--- src/core/pcsi_params.svh ---
// Constants for the program counter, return stack and indirect addressing block.
`ifndef PCSI_PARAMS_SVH
`define PCSI_PARAMS_SVH

`define PCSI_PC_W          13
`define PCSI_PC_LOW_W      8
`define PCSI_PC_UP_W       5
`define PCSI_JUMP_W        11
`define PCSI_STACK_DEPTH   8
`define PCSI_PTR_W         3
`define PCSI_DADDR_W       9
`define PCSI_DATA_W        8
`define PCSI_PC_RESET      13'h0000
`define PCSI_LATCH_RESET   8'h00
`define PCSI_PTR_RESET     3'h0
`define PCSI_INDIRECT_DATA_PORT_ADDR     7'h00
`define PCSI_LATCH_JUMP_HI 4
`define PCSI_LATCH_JUMP_LO 3

`endif

--- src/core/pcsi_pkg.sv ---
// Types shared by the program counter, return stack and indirect addressing block.
package pcsi_pkg;

    // Program flow operation requested by the decoder for the current instruction.
    typedef enum logic [2:0] {
        PCSI_OP_STEP   = 3'h0,
        PCSI_OP_WR_LOW = 3'h1,
        PCSI_OP_JUMP   = 3'h3,
        PCSI_OP_CALL   = 3'h2,
        PCSI_OP_INTR   = 3'h6,
        PCSI_OP_RETURN = 3'h7,
        PCSI_OP_HOLD   = 3'h5
    } pcsi_op_t;

    // Kind of return; all three restore the counter the same way.
    typedef enum logic [1:0] {
        PCSI_RET_PLAIN   = 2'h0,
        PCSI_RET_LITERAL = 2'h1,
        PCSI_RET_INTR    = 2'h3
    } pcsi_ret_t;

endpackage : pcsi_pkg

--- src/core/pcsi_stack.sv ---
// Eight-entry circular return stack with a hidden pointer.
`timescale 1ns/1ps
`include "pcsi_params.svh"

module pcsi_stack #(
    parameter int DEPTH = `PCSI_STACK_DEPTH,
    parameter int PTR_W = `PCSI_PTR_W,
    parameter int WIDTH = `PCSI_PC_W
) (
    input  wire logic             core_clk,
    input  wire logic             rst,
    input  wire logic             push,
    input  wire logic             pop,
    input  wire logic [WIDTH-1:0] push_data,
    output logic      [WIDTH-1:0] top_data
);

    logic [WIDTH-1:0] entry_ff [DEPTH];
    logic [PTR_W-1:0] ptr_ff;

    // Top of stack is the entry just below the pointer.
    assign top_data = entry_ff[ptr_ff - PTR_W'(1)];

    always_ff @(posedge core_clk or posedge rst)
    begin
        if (rst)
        begin
            ptr_ff <= `PCSI_PTR_RESET;
        end
        else if (push)
        begin
            ptr_ff <= ptr_ff + PTR_W'(1);
        end
        else if (pop)
        begin
            ptr_ff <= ptr_ff - PTR_W'(1);
        end
    end

    always_ff @(posedge core_clk)
    begin
        if (push)
        begin
            entry_ff[ptr_ff] <= push_data;
        end
    end
endmodule : pcsi_stack

--- src/core/pcsi_indirect.sv ---
// Indirect data address formation and self-reference masking.
`timescale 1ns/1ps
`include "pcsi_params.svh"

module pcsi_indirect #(
    parameter int DATA_W  = `PCSI_DATA_W,
    parameter int DADDR_W = `PCSI_DADDR_W
) (
    input  wire logic               indirect_bank_bit,
    input  wire logic [DATA_W-1:0]  file_select_pointer,
    input  wire logic [DATA_W-1:0]  mem_rd_data,
    output logic      [DADDR_W-1:0] eff_addr,
    output logic                    self_ref,
    output logic      [DATA_W-1:0]  rd_data
);

    assign eff_addr = {indirect_bank_bit, file_select_pointer};

    // Port sits at the same low address in every bank.
    assign self_ref = file_select_pointer[6:0] == `PCSI_INDIRECT_DATA_PORT_ADDR;

    assign rd_data = self_ref ? DATA_W'(0) : mem_rd_data;

endmodule : pcsi_indirect

--- src/core/pcsi_core.sv ---
// Program counter, return stack and indirect data access of the processor core.
//
// Operation
// - Thirteen-bit program counter; low byte readable and writable.
// - Upper five bits reachable only through the high latch register.
// - Reset clears the program counter.
// - Low byte write loads latch bits 4..0 into upper bits together.
// - Call and jump take latch bits 4..3 as the top two bits.
// - Arithmetic on the low byte never carries into the latch.
// - Eight entry, 13-bit return stack with a hidden pointer.
// - Call pushes the program counter plus one; interrupt vectoring pushes it unchanged.
// - Any return restores the counter from the top entry and pops.
// - Push and pop leave the high latch unchanged.
// - Stack wraps; ninth push overwrites the first.
// - No overflow or underflow flag exists.
// - Indirect port has no storage; access goes to the pointed location.
// - Reading the port through itself returns zero.
// - Writing the port through itself changes no data.
// - Indirect address is bank bit over eight-bit pointer.
`timescale 1ns/1ps
`include "pcsi_params.svh"

module pcsi_core #(
    parameter int PC_W    = `PCSI_PC_W,
    parameter int DATA_W  = `PCSI_DATA_W,
    parameter int DADDR_W = `PCSI_DADDR_W,
    parameter int JUMP_W  = `PCSI_JUMP_W
) (
    input  wire logic                core_clk,
    input  wire logic                rst,
    input  pcsi_pkg::pcsi_op_t       flow_op,
    input  pcsi_pkg::pcsi_ret_t      ret_kind,
    input  wire logic [JUMP_W-1:0]   jump_operand,
    input  wire logic [PC_W-1:0]     intr_vector,
    input  wire logic [DATA_W-1:0]   low_wr_data,
    input  wire logic                latch_wr,
    input  wire logic [DATA_W-1:0]   latch_wr_data,
    input  wire logic                indirect_bank_bit,
    input  wire logic [DATA_W-1:0]   file_select_pointer,
    input  wire logic                ind_rd,
    input  wire logic                ind_wr,
    input  wire logic [DATA_W-1:0]   ind_wr_data,
    input  wire logic [DATA_W-1:0]   mem_rd_data,
    output logic      [PC_W-1:0]     program_counter,
    output logic      [DATA_W-1:0]   program_counter_low,
    output logic      [DATA_W-1:0]   program_counter_high_latch,
    output logic      [DADDR_W-1:0]  mem_addr,
    output logic                     mem_wr,
    output logic      [DATA_W-1:0]   mem_wr_data,
    output logic      [DATA_W-1:0]   ind_rd_data,
    output logic                     ind_rd_valid
);

    ////////////////////////////////////////////////////////////////////////
    // Declarations.

    logic [PC_W-1:0]    pc_ff;
    logic [PC_W-1:0]    nxt_pc;
    logic [DATA_W-1:0]  latch_ff;
    logic [PC_W-1:0]    stack_top;
    logic               push;
    logic               pop;
    logic [PC_W-1:0]    pc_plus_one;
    logic [DADDR_W-1:0] eff_addr;
    logic               self_ref;
    logic [DATA_W-1:0]  ind_rd_comb;
    logic [DADDR_W-1:0] mem_addr_ff;
    logic               mem_wr_ff;
    logic [DATA_W-1:0]  mem_wr_data_ff;
    logic [DATA_W-1:0]  ind_rd_data_ff;
    logic               ind_rd_valid_ff;

    function automatic logic [PC_W-1:0] pcsi_incr(input logic [PC_W-1:0] value);
        pcsi_incr = value + PC_W'(1);
    endfunction : pcsi_incr

    ////////////////////////////////////////////////////////////////////////
    // Program counter.

    assign pc_plus_one = pcsi_incr(pc_ff);

    assign push = (flow_op == pcsi_pkg::PCSI_OP_CALL) || (flow_op == pcsi_pkg::PCSI_OP_INTR);
    assign pop  = (flow_op == pcsi_pkg::PCSI_OP_RETURN);

    always_comb
    begin
        nxt_pc = pc_plus_one;
        case (flow_op)
            pcsi_pkg::PCSI_OP_STEP:
                nxt_pc = pc_plus_one;
            pcsi_pkg::PCSI_OP_WR_LOW:
                nxt_pc = {latch_ff[`PCSI_PC_UP_W-1:0], low_wr_data};
            pcsi_pkg::PCSI_OP_JUMP,
            pcsi_pkg::PCSI_OP_CALL:
                nxt_pc = {latch_ff[`PCSI_LATCH_JUMP_HI:`PCSI_LATCH_JUMP_LO], jump_operand};
            pcsi_pkg::PCSI_OP_INTR:
                nxt_pc = intr_vector;
            pcsi_pkg::PCSI_OP_RETURN:
                nxt_pc = stack_top;
            pcsi_pkg::PCSI_OP_HOLD:
                nxt_pc = pc_ff;
            default:
                nxt_pc = pc_plus_one;
        endcase
    end

    always_ff @(posedge core_clk or posedge rst)
    begin
        if (rst)
        begin
            pc_ff <= `PCSI_PC_RESET;
        end
        else
        begin
            pc_ff <= nxt_pc;
        end
    end

    always_ff @(posedge core_clk or posedge rst)
    begin
        if (rst)
        begin
            latch_ff <= `PCSI_LATCH_RESET;
        end
        else if (latch_wr)
        begin
            latch_ff <= latch_wr_data;
        end
    end

    assign program_counter            = pc_ff;
    assign program_counter_low        = pc_ff[DATA_W-1:0];
    assign program_counter_high_latch = latch_ff;

    ////////////////////////////////////////////////////////////////////////
    // Return stack.

    // push the return address
    // An interrupt is taken in place of the instruction at pc_ff, so pc_ff is the resume point.
    pcsi_stack #(
        .DEPTH (`PCSI_STACK_DEPTH),
        .PTR_W (`PCSI_PTR_W),
        .WIDTH (PC_W)
    ) u_stack (
        .core_clk  (core_clk),
        .rst       (rst),
        .push      (push),
        .pop       (pop),
        .push_data (flow_op == pcsi_pkg::PCSI_OP_CALL ? pc_plus_one : pc_ff),
        .top_data  (stack_top)
    );

    ////////////////////////////////////////////////////////////////////////
    // Indirect data access.

    pcsi_indirect #(
        .DATA_W  (DATA_W),
        .DADDR_W (DADDR_W)
    ) u_indirect (
        .indirect_bank_bit   (indirect_bank_bit),
        .file_select_pointer (file_select_pointer),
        .mem_rd_data         (mem_rd_data),
        .eff_addr            (eff_addr),
        .self_ref            (self_ref),
        .rd_data             (ind_rd_comb)
    );

    // self write suppressed
    // The address and strobe are registered; memory sees them one cycle after the request.
    always_ff @(posedge core_clk or posedge rst)
    begin
        if (rst)
        begin
            mem_addr_ff    <= '0;
            mem_wr_ff      <= 1'b0;
            mem_wr_data_ff <= '0;
        end
        else
        begin
            mem_addr_ff    <= eff_addr;
            mem_wr_ff      <= ind_wr && !self_ref;
            mem_wr_data_ff <= ind_wr_data;
        end
    end

    // registered read answer
    // Memory answers the registered address, so the pointer must settle one cycle before a read.
    // This keeps the address off a long combinational path at the cost of that setup cycle.
    always_ff @(posedge core_clk or posedge rst)
    begin
        if (rst)
        begin
            ind_rd_data_ff  <= '0;
            ind_rd_valid_ff <= 1'b0;
        end
        else
        begin
            ind_rd_data_ff  <= ind_rd ? ind_rd_comb : DATA_W'(0);
            ind_rd_valid_ff <= ind_rd;
        end
    end

    assign mem_addr     = mem_addr_ff;
    assign mem_wr       = mem_wr_ff;
    assign mem_wr_data  = mem_wr_data_ff;
    assign ind_rd_data  = ind_rd_data_ff;
    assign ind_rd_valid = ind_rd_valid_ff;
endmodule : pcsi_core

--- config.mk ---
export PLATFORM = sky130hd
export DESIGN_NAME = pcsi_core
export DESIGN_NICKNAME = d
export VERILOG_FILES = /design/src/core/pcsi_pkg.sv /design/src/core/pcsi_stack.sv /design/src/core/pcsi_indirect.sv /design/src/core/pcsi_core.sv
export VERILOG_INCLUDE_DIRS = /design/src /design/src/core
export SDC_FILE = /design/constraint.sdc
export NUM_CORES = 1
export LEC_CHECK = 0
export BUFFER_PORTS_ARGS = -buffer_cell sky130_fd_sc_hd__buf_2
export CORE_MARGIN = 2
export CORE_UTILIZATION = 49
export DETAILED_ROUTE_END_ITERATION = 10
export GPL_ROUTABILITY_DRIVEN = 0
export PLACE_DENSITY = 0.81
export RECOVER_POWER = 100
export REMOVE_ABC_BUFFERS = 1
export SETUP_SLACK_MARGIN = 0.05
export SYNTH_ARGS = -nofsm -noshare
export SYNTH_HDL_FRONTEND = slang
export SYNTH_SLANG_ARGS = --single-unit
export TNS_END_PERCENT = 30
--- constraint.sdc ---
create_clock -name core_clk -period 2.9 [get_ports core_clk]
set_clock_uncertainty 0.1 [all_clocks]
set_input_delay 0.145 -clock core_clk [delete_from_list [all_inputs] [get_ports core_clk]]
set_output_delay 0.145 -clock core_clk [all_outputs]
set_load 0.01 [all_outputs]
; After elaboration in Yosys (flattened, before gate mapping)
; Memory sizes are Yosys's and may differ from the RTL's.
; Cells that the tools add are included.
[totals]
output_inout_bits = 56
n_memories = 1
register_bits = 51
input_bits = 75
mem_bits_rw = 104
wordCells = 32
[op_classes]
addsub = 3
n_eq_ne = 6
mux = 8
reduce_logical = 6
[mem_list]
columns = name, depth, width, rd, rd_clocked_by_memory_dff, write_ports, line_no
row1 = u_stack.entry_ff, 8, 13, 1, 0, 1, pcsi_stack.sv:18  ; logic [WIDTH-1:0] entry_ff [DEPTH];
[op_table]
columns = cell, count
row1 = 13-bit case mux with 5 select lines, 1
row2 = 8-bit 2-to-1 mux, 2
row3 = "13-bit by 1-bit adder with 13-bit output, second input constant", 1
row4 = 13-bit 2-to-1 mux, 1
row5 = "3-bit == test, second input constant", 3
row6 = 7-bit logical NOT, 1
row7 = "3-bit by 2-bit == test with 1-bit output, second input constant", 2
row8 = 3-bit 2-to-1 mux, 2
row9 = "3-bit by 1-bit adder with 3-bit output, second input constant", 1
row10 = "3-bit by 1-bit == test with 1-bit output, second input constant", 1
row11 = "3-bit by 1-bit subtractor with 3-bit output, second input constant", 1
row12 = 1-bit 2-to-1 mux, 2
row13 = 2-bit nonzero test, 1
row14 = 2-bit OR reduction, 1
row15 = 1-bit logical AND, 1
row16 = 1-bit logical NOT, 1
row17 = 1-bit logical OR, 1

; Longest topological paths before layout
[depth]
word_depth = 4
ltp_mapped = 10
mapped_depth_nobuf = 6

; By module
; Synthesis repeated with hierarchy kept, for this count alone.
[hier_totals]
cells_unflattened = 537
area_unflattened_um2 = 7059.3
[modules_own_cells]
columns = module, area_per_inst_um2, seq_area_each_um2, instances, cells_each
row1 = pcsi_stack, 4361.7, 3198.1, 1, 270
row2 = pcsi_core, 2532.4, 1201.2, 1, 247
row3 = pcsi_indirect, 165.2, 0.0, 1, 20

; Worst setup path before layout
; OpenSTA, ideal clock, no wires.
[synth_timing]
path_type = reg2reg
from = register u_stack.ptr_ff[0]
to = memory u_stack.entry_ff[1][0] (netlist bit) (enable)
synth_period_minus_slack_ps = 2744
path_stages_with_launch = 5
arrival_time_ps = 2227
setup_ps = 417
required_time_ps = 2383
slack_ps = 156
path_buffers = 2
cell_sequence = dfrtp_1 buf_2 buf_2 inv_1 nor4_1
[synth_rtl]
columns = item, line_no
row1 = start: declaration, pcsi_stack.sv:19  ; logic [PTR_W-1:0] ptr_ff;
row2 = start signal: assignment, pcsi_stack.sv:28  ; ptr_ff <= `PCSI_PTR_RESET;
row3 = start signal: assignment, pcsi_stack.sv:32  ; ptr_ff <= ptr_ff + PTR_W'(1);
row4 = start signal: assignment, pcsi_stack.sv:36  ; ptr_ff <= ptr_ff - PTR_W'(1);
row5 = end: declaration, pcsi_stack.sv:18
; No word-level cell before the write port.

; Worst setup path after layout
[layout_timing]
from = register u_stack.ptr_ff[1]
to = register pc_ff[10] (netlist: program_counter[10])
[layout_via]
elab_chain_cells = 3
[layout_rtl]
columns = item, line_no
row1 = 3-bit by 1-bit subtractor with 3-bit output, pcsi_stack.sv:22  ; assign top_data = entry_ff[ptr_ff - PTR_W'(1)];
row2 = memory 8 x 13 bit, -
row3 = 13-bit case mux with 5 select lines, pcsi_core.sv:88  ; case (flow_op)
row4 = end signal: assignment, pcsi_core.sv:111  ; pc_ff <= `PCSI_PC_RESET;
row5 = end signal: assignment, pcsi_core.sv:115  ; pc_ff <= nxt_pc;
row6 = end: declaration, pcsi_core.sv:57  ; logic [PC_W-1:0] pc_ff;
; Every way passes these cells.
; A chain may end at the register's enable or synchronous reset.

==> key figures <==
Synth
  – Syn. warnings: 0
  – Mean Syn Cell Area: between 15 and 20 um2
  – Post-synth design cell area: 6500 um2
  – Most common flop cell mapped by yosys: edfxtp_1
  – #FFs+latches synth: 155
  – Unique masters post-synth: 43
  – Sequential area share after synthesis: between 60 and 70%
  – Synth Instances: about 420
  – Area share of the largest cell type after synthesis: between 40% and 50%
  – Yosys top cell by area: edfxtp_1
  – Top post-synthesis cells by area: edfxtp_1, dfrtp_1, mux4_2, mux2i_1, a221oi_1
  – Post-synth EDFFs: approximately 100
  – Fraction of registers with async set/reset: 32.9%

Routing
  – Vias: 4407
  – Routed vias/inst: 5.60
  – WL per Instance: between 20 and 25 um
  – Drt total wl: approximately 16 mm
  – Initial DRC count: about 630
  – Antenna viol nets, final: 0
  – First-pass DRT Iterations: 5
  – Post-route DRC: 0

STA
  – Tmin final: 2690 ps
  – Fin. Hold Viols: 0
  – Fmax: approximately 370 MHz
  – Final slew viol count: 0
  – Worst slew pin tran: about 1200 ps
  – Slew HR: 18.7%
  – Final setup TNS: 0 ps
  – Final setup fails: 0
  – RSZ-0062 raised after global routing: false
  – Tcrit/Tclk final: about 93%

CTS
  – CTS tree: built
  – H-tree depth: 4
  – Post-CTS setup repair buffer count: 0
  – # resized after CTS: 0
  – Hold buffers post-CTS: 37
  – Clock buffer depth: 2
  – Clk root buf: clkbuf_16
  – Clock transition at path regs: 60 ps
  – Worst skew pair latency: about 420 ps
  – CTS buffer count: 17
  – Clock Sinks: about 160

Global route
  – Pin count of the biggest net entering global routing: 31
  – Vias in the first global route: between 4000 and 5000
  – Initial antenna violation count: 1
  – GRT overflow: 0
  – Wire length of the first global-routing pass: about 25 mm
  – Overall Global Routing Usage: around a quarter

Setup path
  – CP max FO: 14
  – R2R setup slack: 210 ps
  – CP Capture Type: register
  – Startpoint Class: register
  – Slowest CP cell: clkbuf_1
  – Arr. time, crit path: between 2000 and 3000 ps
  – WP data required: around 3100 ps
  – Slowest Stage Delay on Critical Path: about 710 ps
  – Setup CP Type: reg2reg
  – Worst-path cell chain: inv_1 -> ha_1 -> clkbuf_1 -> mux4_2 -> mux2i_1 -> o22ai_1 -> o21a_1

Placement
  – Hpwl dp: roughly 11 mm
  – # port buffers: between 100 and 150

Hold path
  – Hold Path Class: in2reg

Finish
  – P&R area growth vs syn: 26.0%
  – Commonest non-fill, non-tap cell in the layout: edfxtp_1
  – Share of layout cells above drive strength 1: ~22%
  – Most frequent cells in the layout: edfxtp_1, clkbuf_1, buf_2
  – Net count, final: around 680
  – Final core utilization: 62.7%
  – Fill cells: approximately 1000

Power
  – Leak: between 3 and 4 nW
  – Pwr dens: 868 nW/um2
  – Peak supply drop: roughly 0.00070 V

Flow run
  – Max cap viols: 0

Status
  – Status: finished clean

Floorplanning
  – Die Height: 119 um
  – # IOs: around 130
  – Die X: between 100 and 150 um
  – Die footprint: 14200 um2
  – Core Footprint: 13100 um2
  – Cell Rows: 42
  – Initial core utilization: between 40% and 50%
power breakdown:
group	switching, W	internal, W
logic	0.00109	0.000936
registers	0.000206	0.00267
clock network	0.000865	0.00135
synth_stat cells, types with 3 or more instances:
master	instances
edfxtp_1	104
dfrtp_1	51
mux4_2	26
nor2_1	26
nand2_1	22
a221oi_1	17
mux2i_1	17
o21ai_0	13
xnor2_1	12
clkbuf_1	11
buf_2	10
buf_4	10
and3_1	9
inv_1	9
a21oi_1	8
xor2_1	8
mux2_2	7
nand3_1	7
nor3_1	7
o22ai_1	7
nor4_1	5
o21a_1	4
a211oi_1	3
ha_1	3
nor2b_1	3
through the flow:
step	setup slack, ps	hold WS, ps	area (um2)	cells	power [W]
floorplan	-583	76.4	6330	386	0.00421
global placement	439	154	7430	717	0.00489
detailed placement	366	155	7430	717	0.00496
CTS	332	0.0249	8400	786	0.00723
global route	74.8	6.49	8200	787	0.00741
finish	214	6.19	8200	787	0.00712
per-layer routing:
layer,global-route usage (%),up-vias,wire length [um]
met3,5.12,29,1250
li1,-,1962,-
met2,40.5,214,8520
met5,0,-,0
met1,30.3,2202,6230
met4,8.78,0,280
flip-flops by register name, summed over array words and instances, names as in the netlist, 3 cells and up:
| name | flops |
|---|---|
| program_counter_high_latch | 8 |
| mem_addr | 9 |
| u_stack.entry_ff | 104 |
| ind_rd_data | 8 |
| mem_wr_data | 8 |
| program_counter | 13 |
| u_stack.ptr_ff | 3 |
final cells by class:
class	count	area (um2)	share of cell area, %
Sequential cell	155	4400	53.7
Clock buffer	17	425	5.19
Inverter	10	37.5	0.458
Antenna cell	1	2.50	0.0305
Tap cell	176	220	2.69
Multi-Input combinational cell	221	1880	23.0
Timing Repair Buffer	192	1050	12.9
Clock inverter	15	174	2.12
kinds of logic (layout without fill, tap and decap cells):
logic type | Yosys count | in the layout | share of synthesized area [%]
other cells | 0 | 1 | 0
buf+inv | 43 | 234 | 3.25
xor+xnor | 20 | 20 | 2.69
simple gates | 88 | 88 | 6.60
flops | 155 | 155 | 67.6
mux | 50 | 50 | 12.8
fa+ha+maj | 3 | 3 | 0.577
compound gates | 60 | 60 | 6.41
critical path: cells and delay by family (launching register included):
kind / cells / cell delay (ps)
mux: 2 / 570
compound gates: 2 / 220
fa+ha+maj: 1 / 320
buf+inv: 2 / 850
flops: 1 / 510
final timing paths:
| kind | cells past startpoint | startpoint | to |
|---|---|---|---|
| setup / recovery | 7 | u_stack.ptr_ff[1] | program_counter[10] |
| max in group asynchronous | 4 | rst | mem_wr_data[5] |
| min in group asynchronous | 3 | rst | mem_wr_data[0] |
| hold reg to reg | 1 | program_counter_high_latch[5] | program_counter_high_latch[5] |
| hold / removal | 3 | jump_operand[1] | program_counter[1] |
| setup reg to reg | 7 | u_stack.ptr_ff[1] | program_counter[10] |
(Power assumes the default switching activity.)
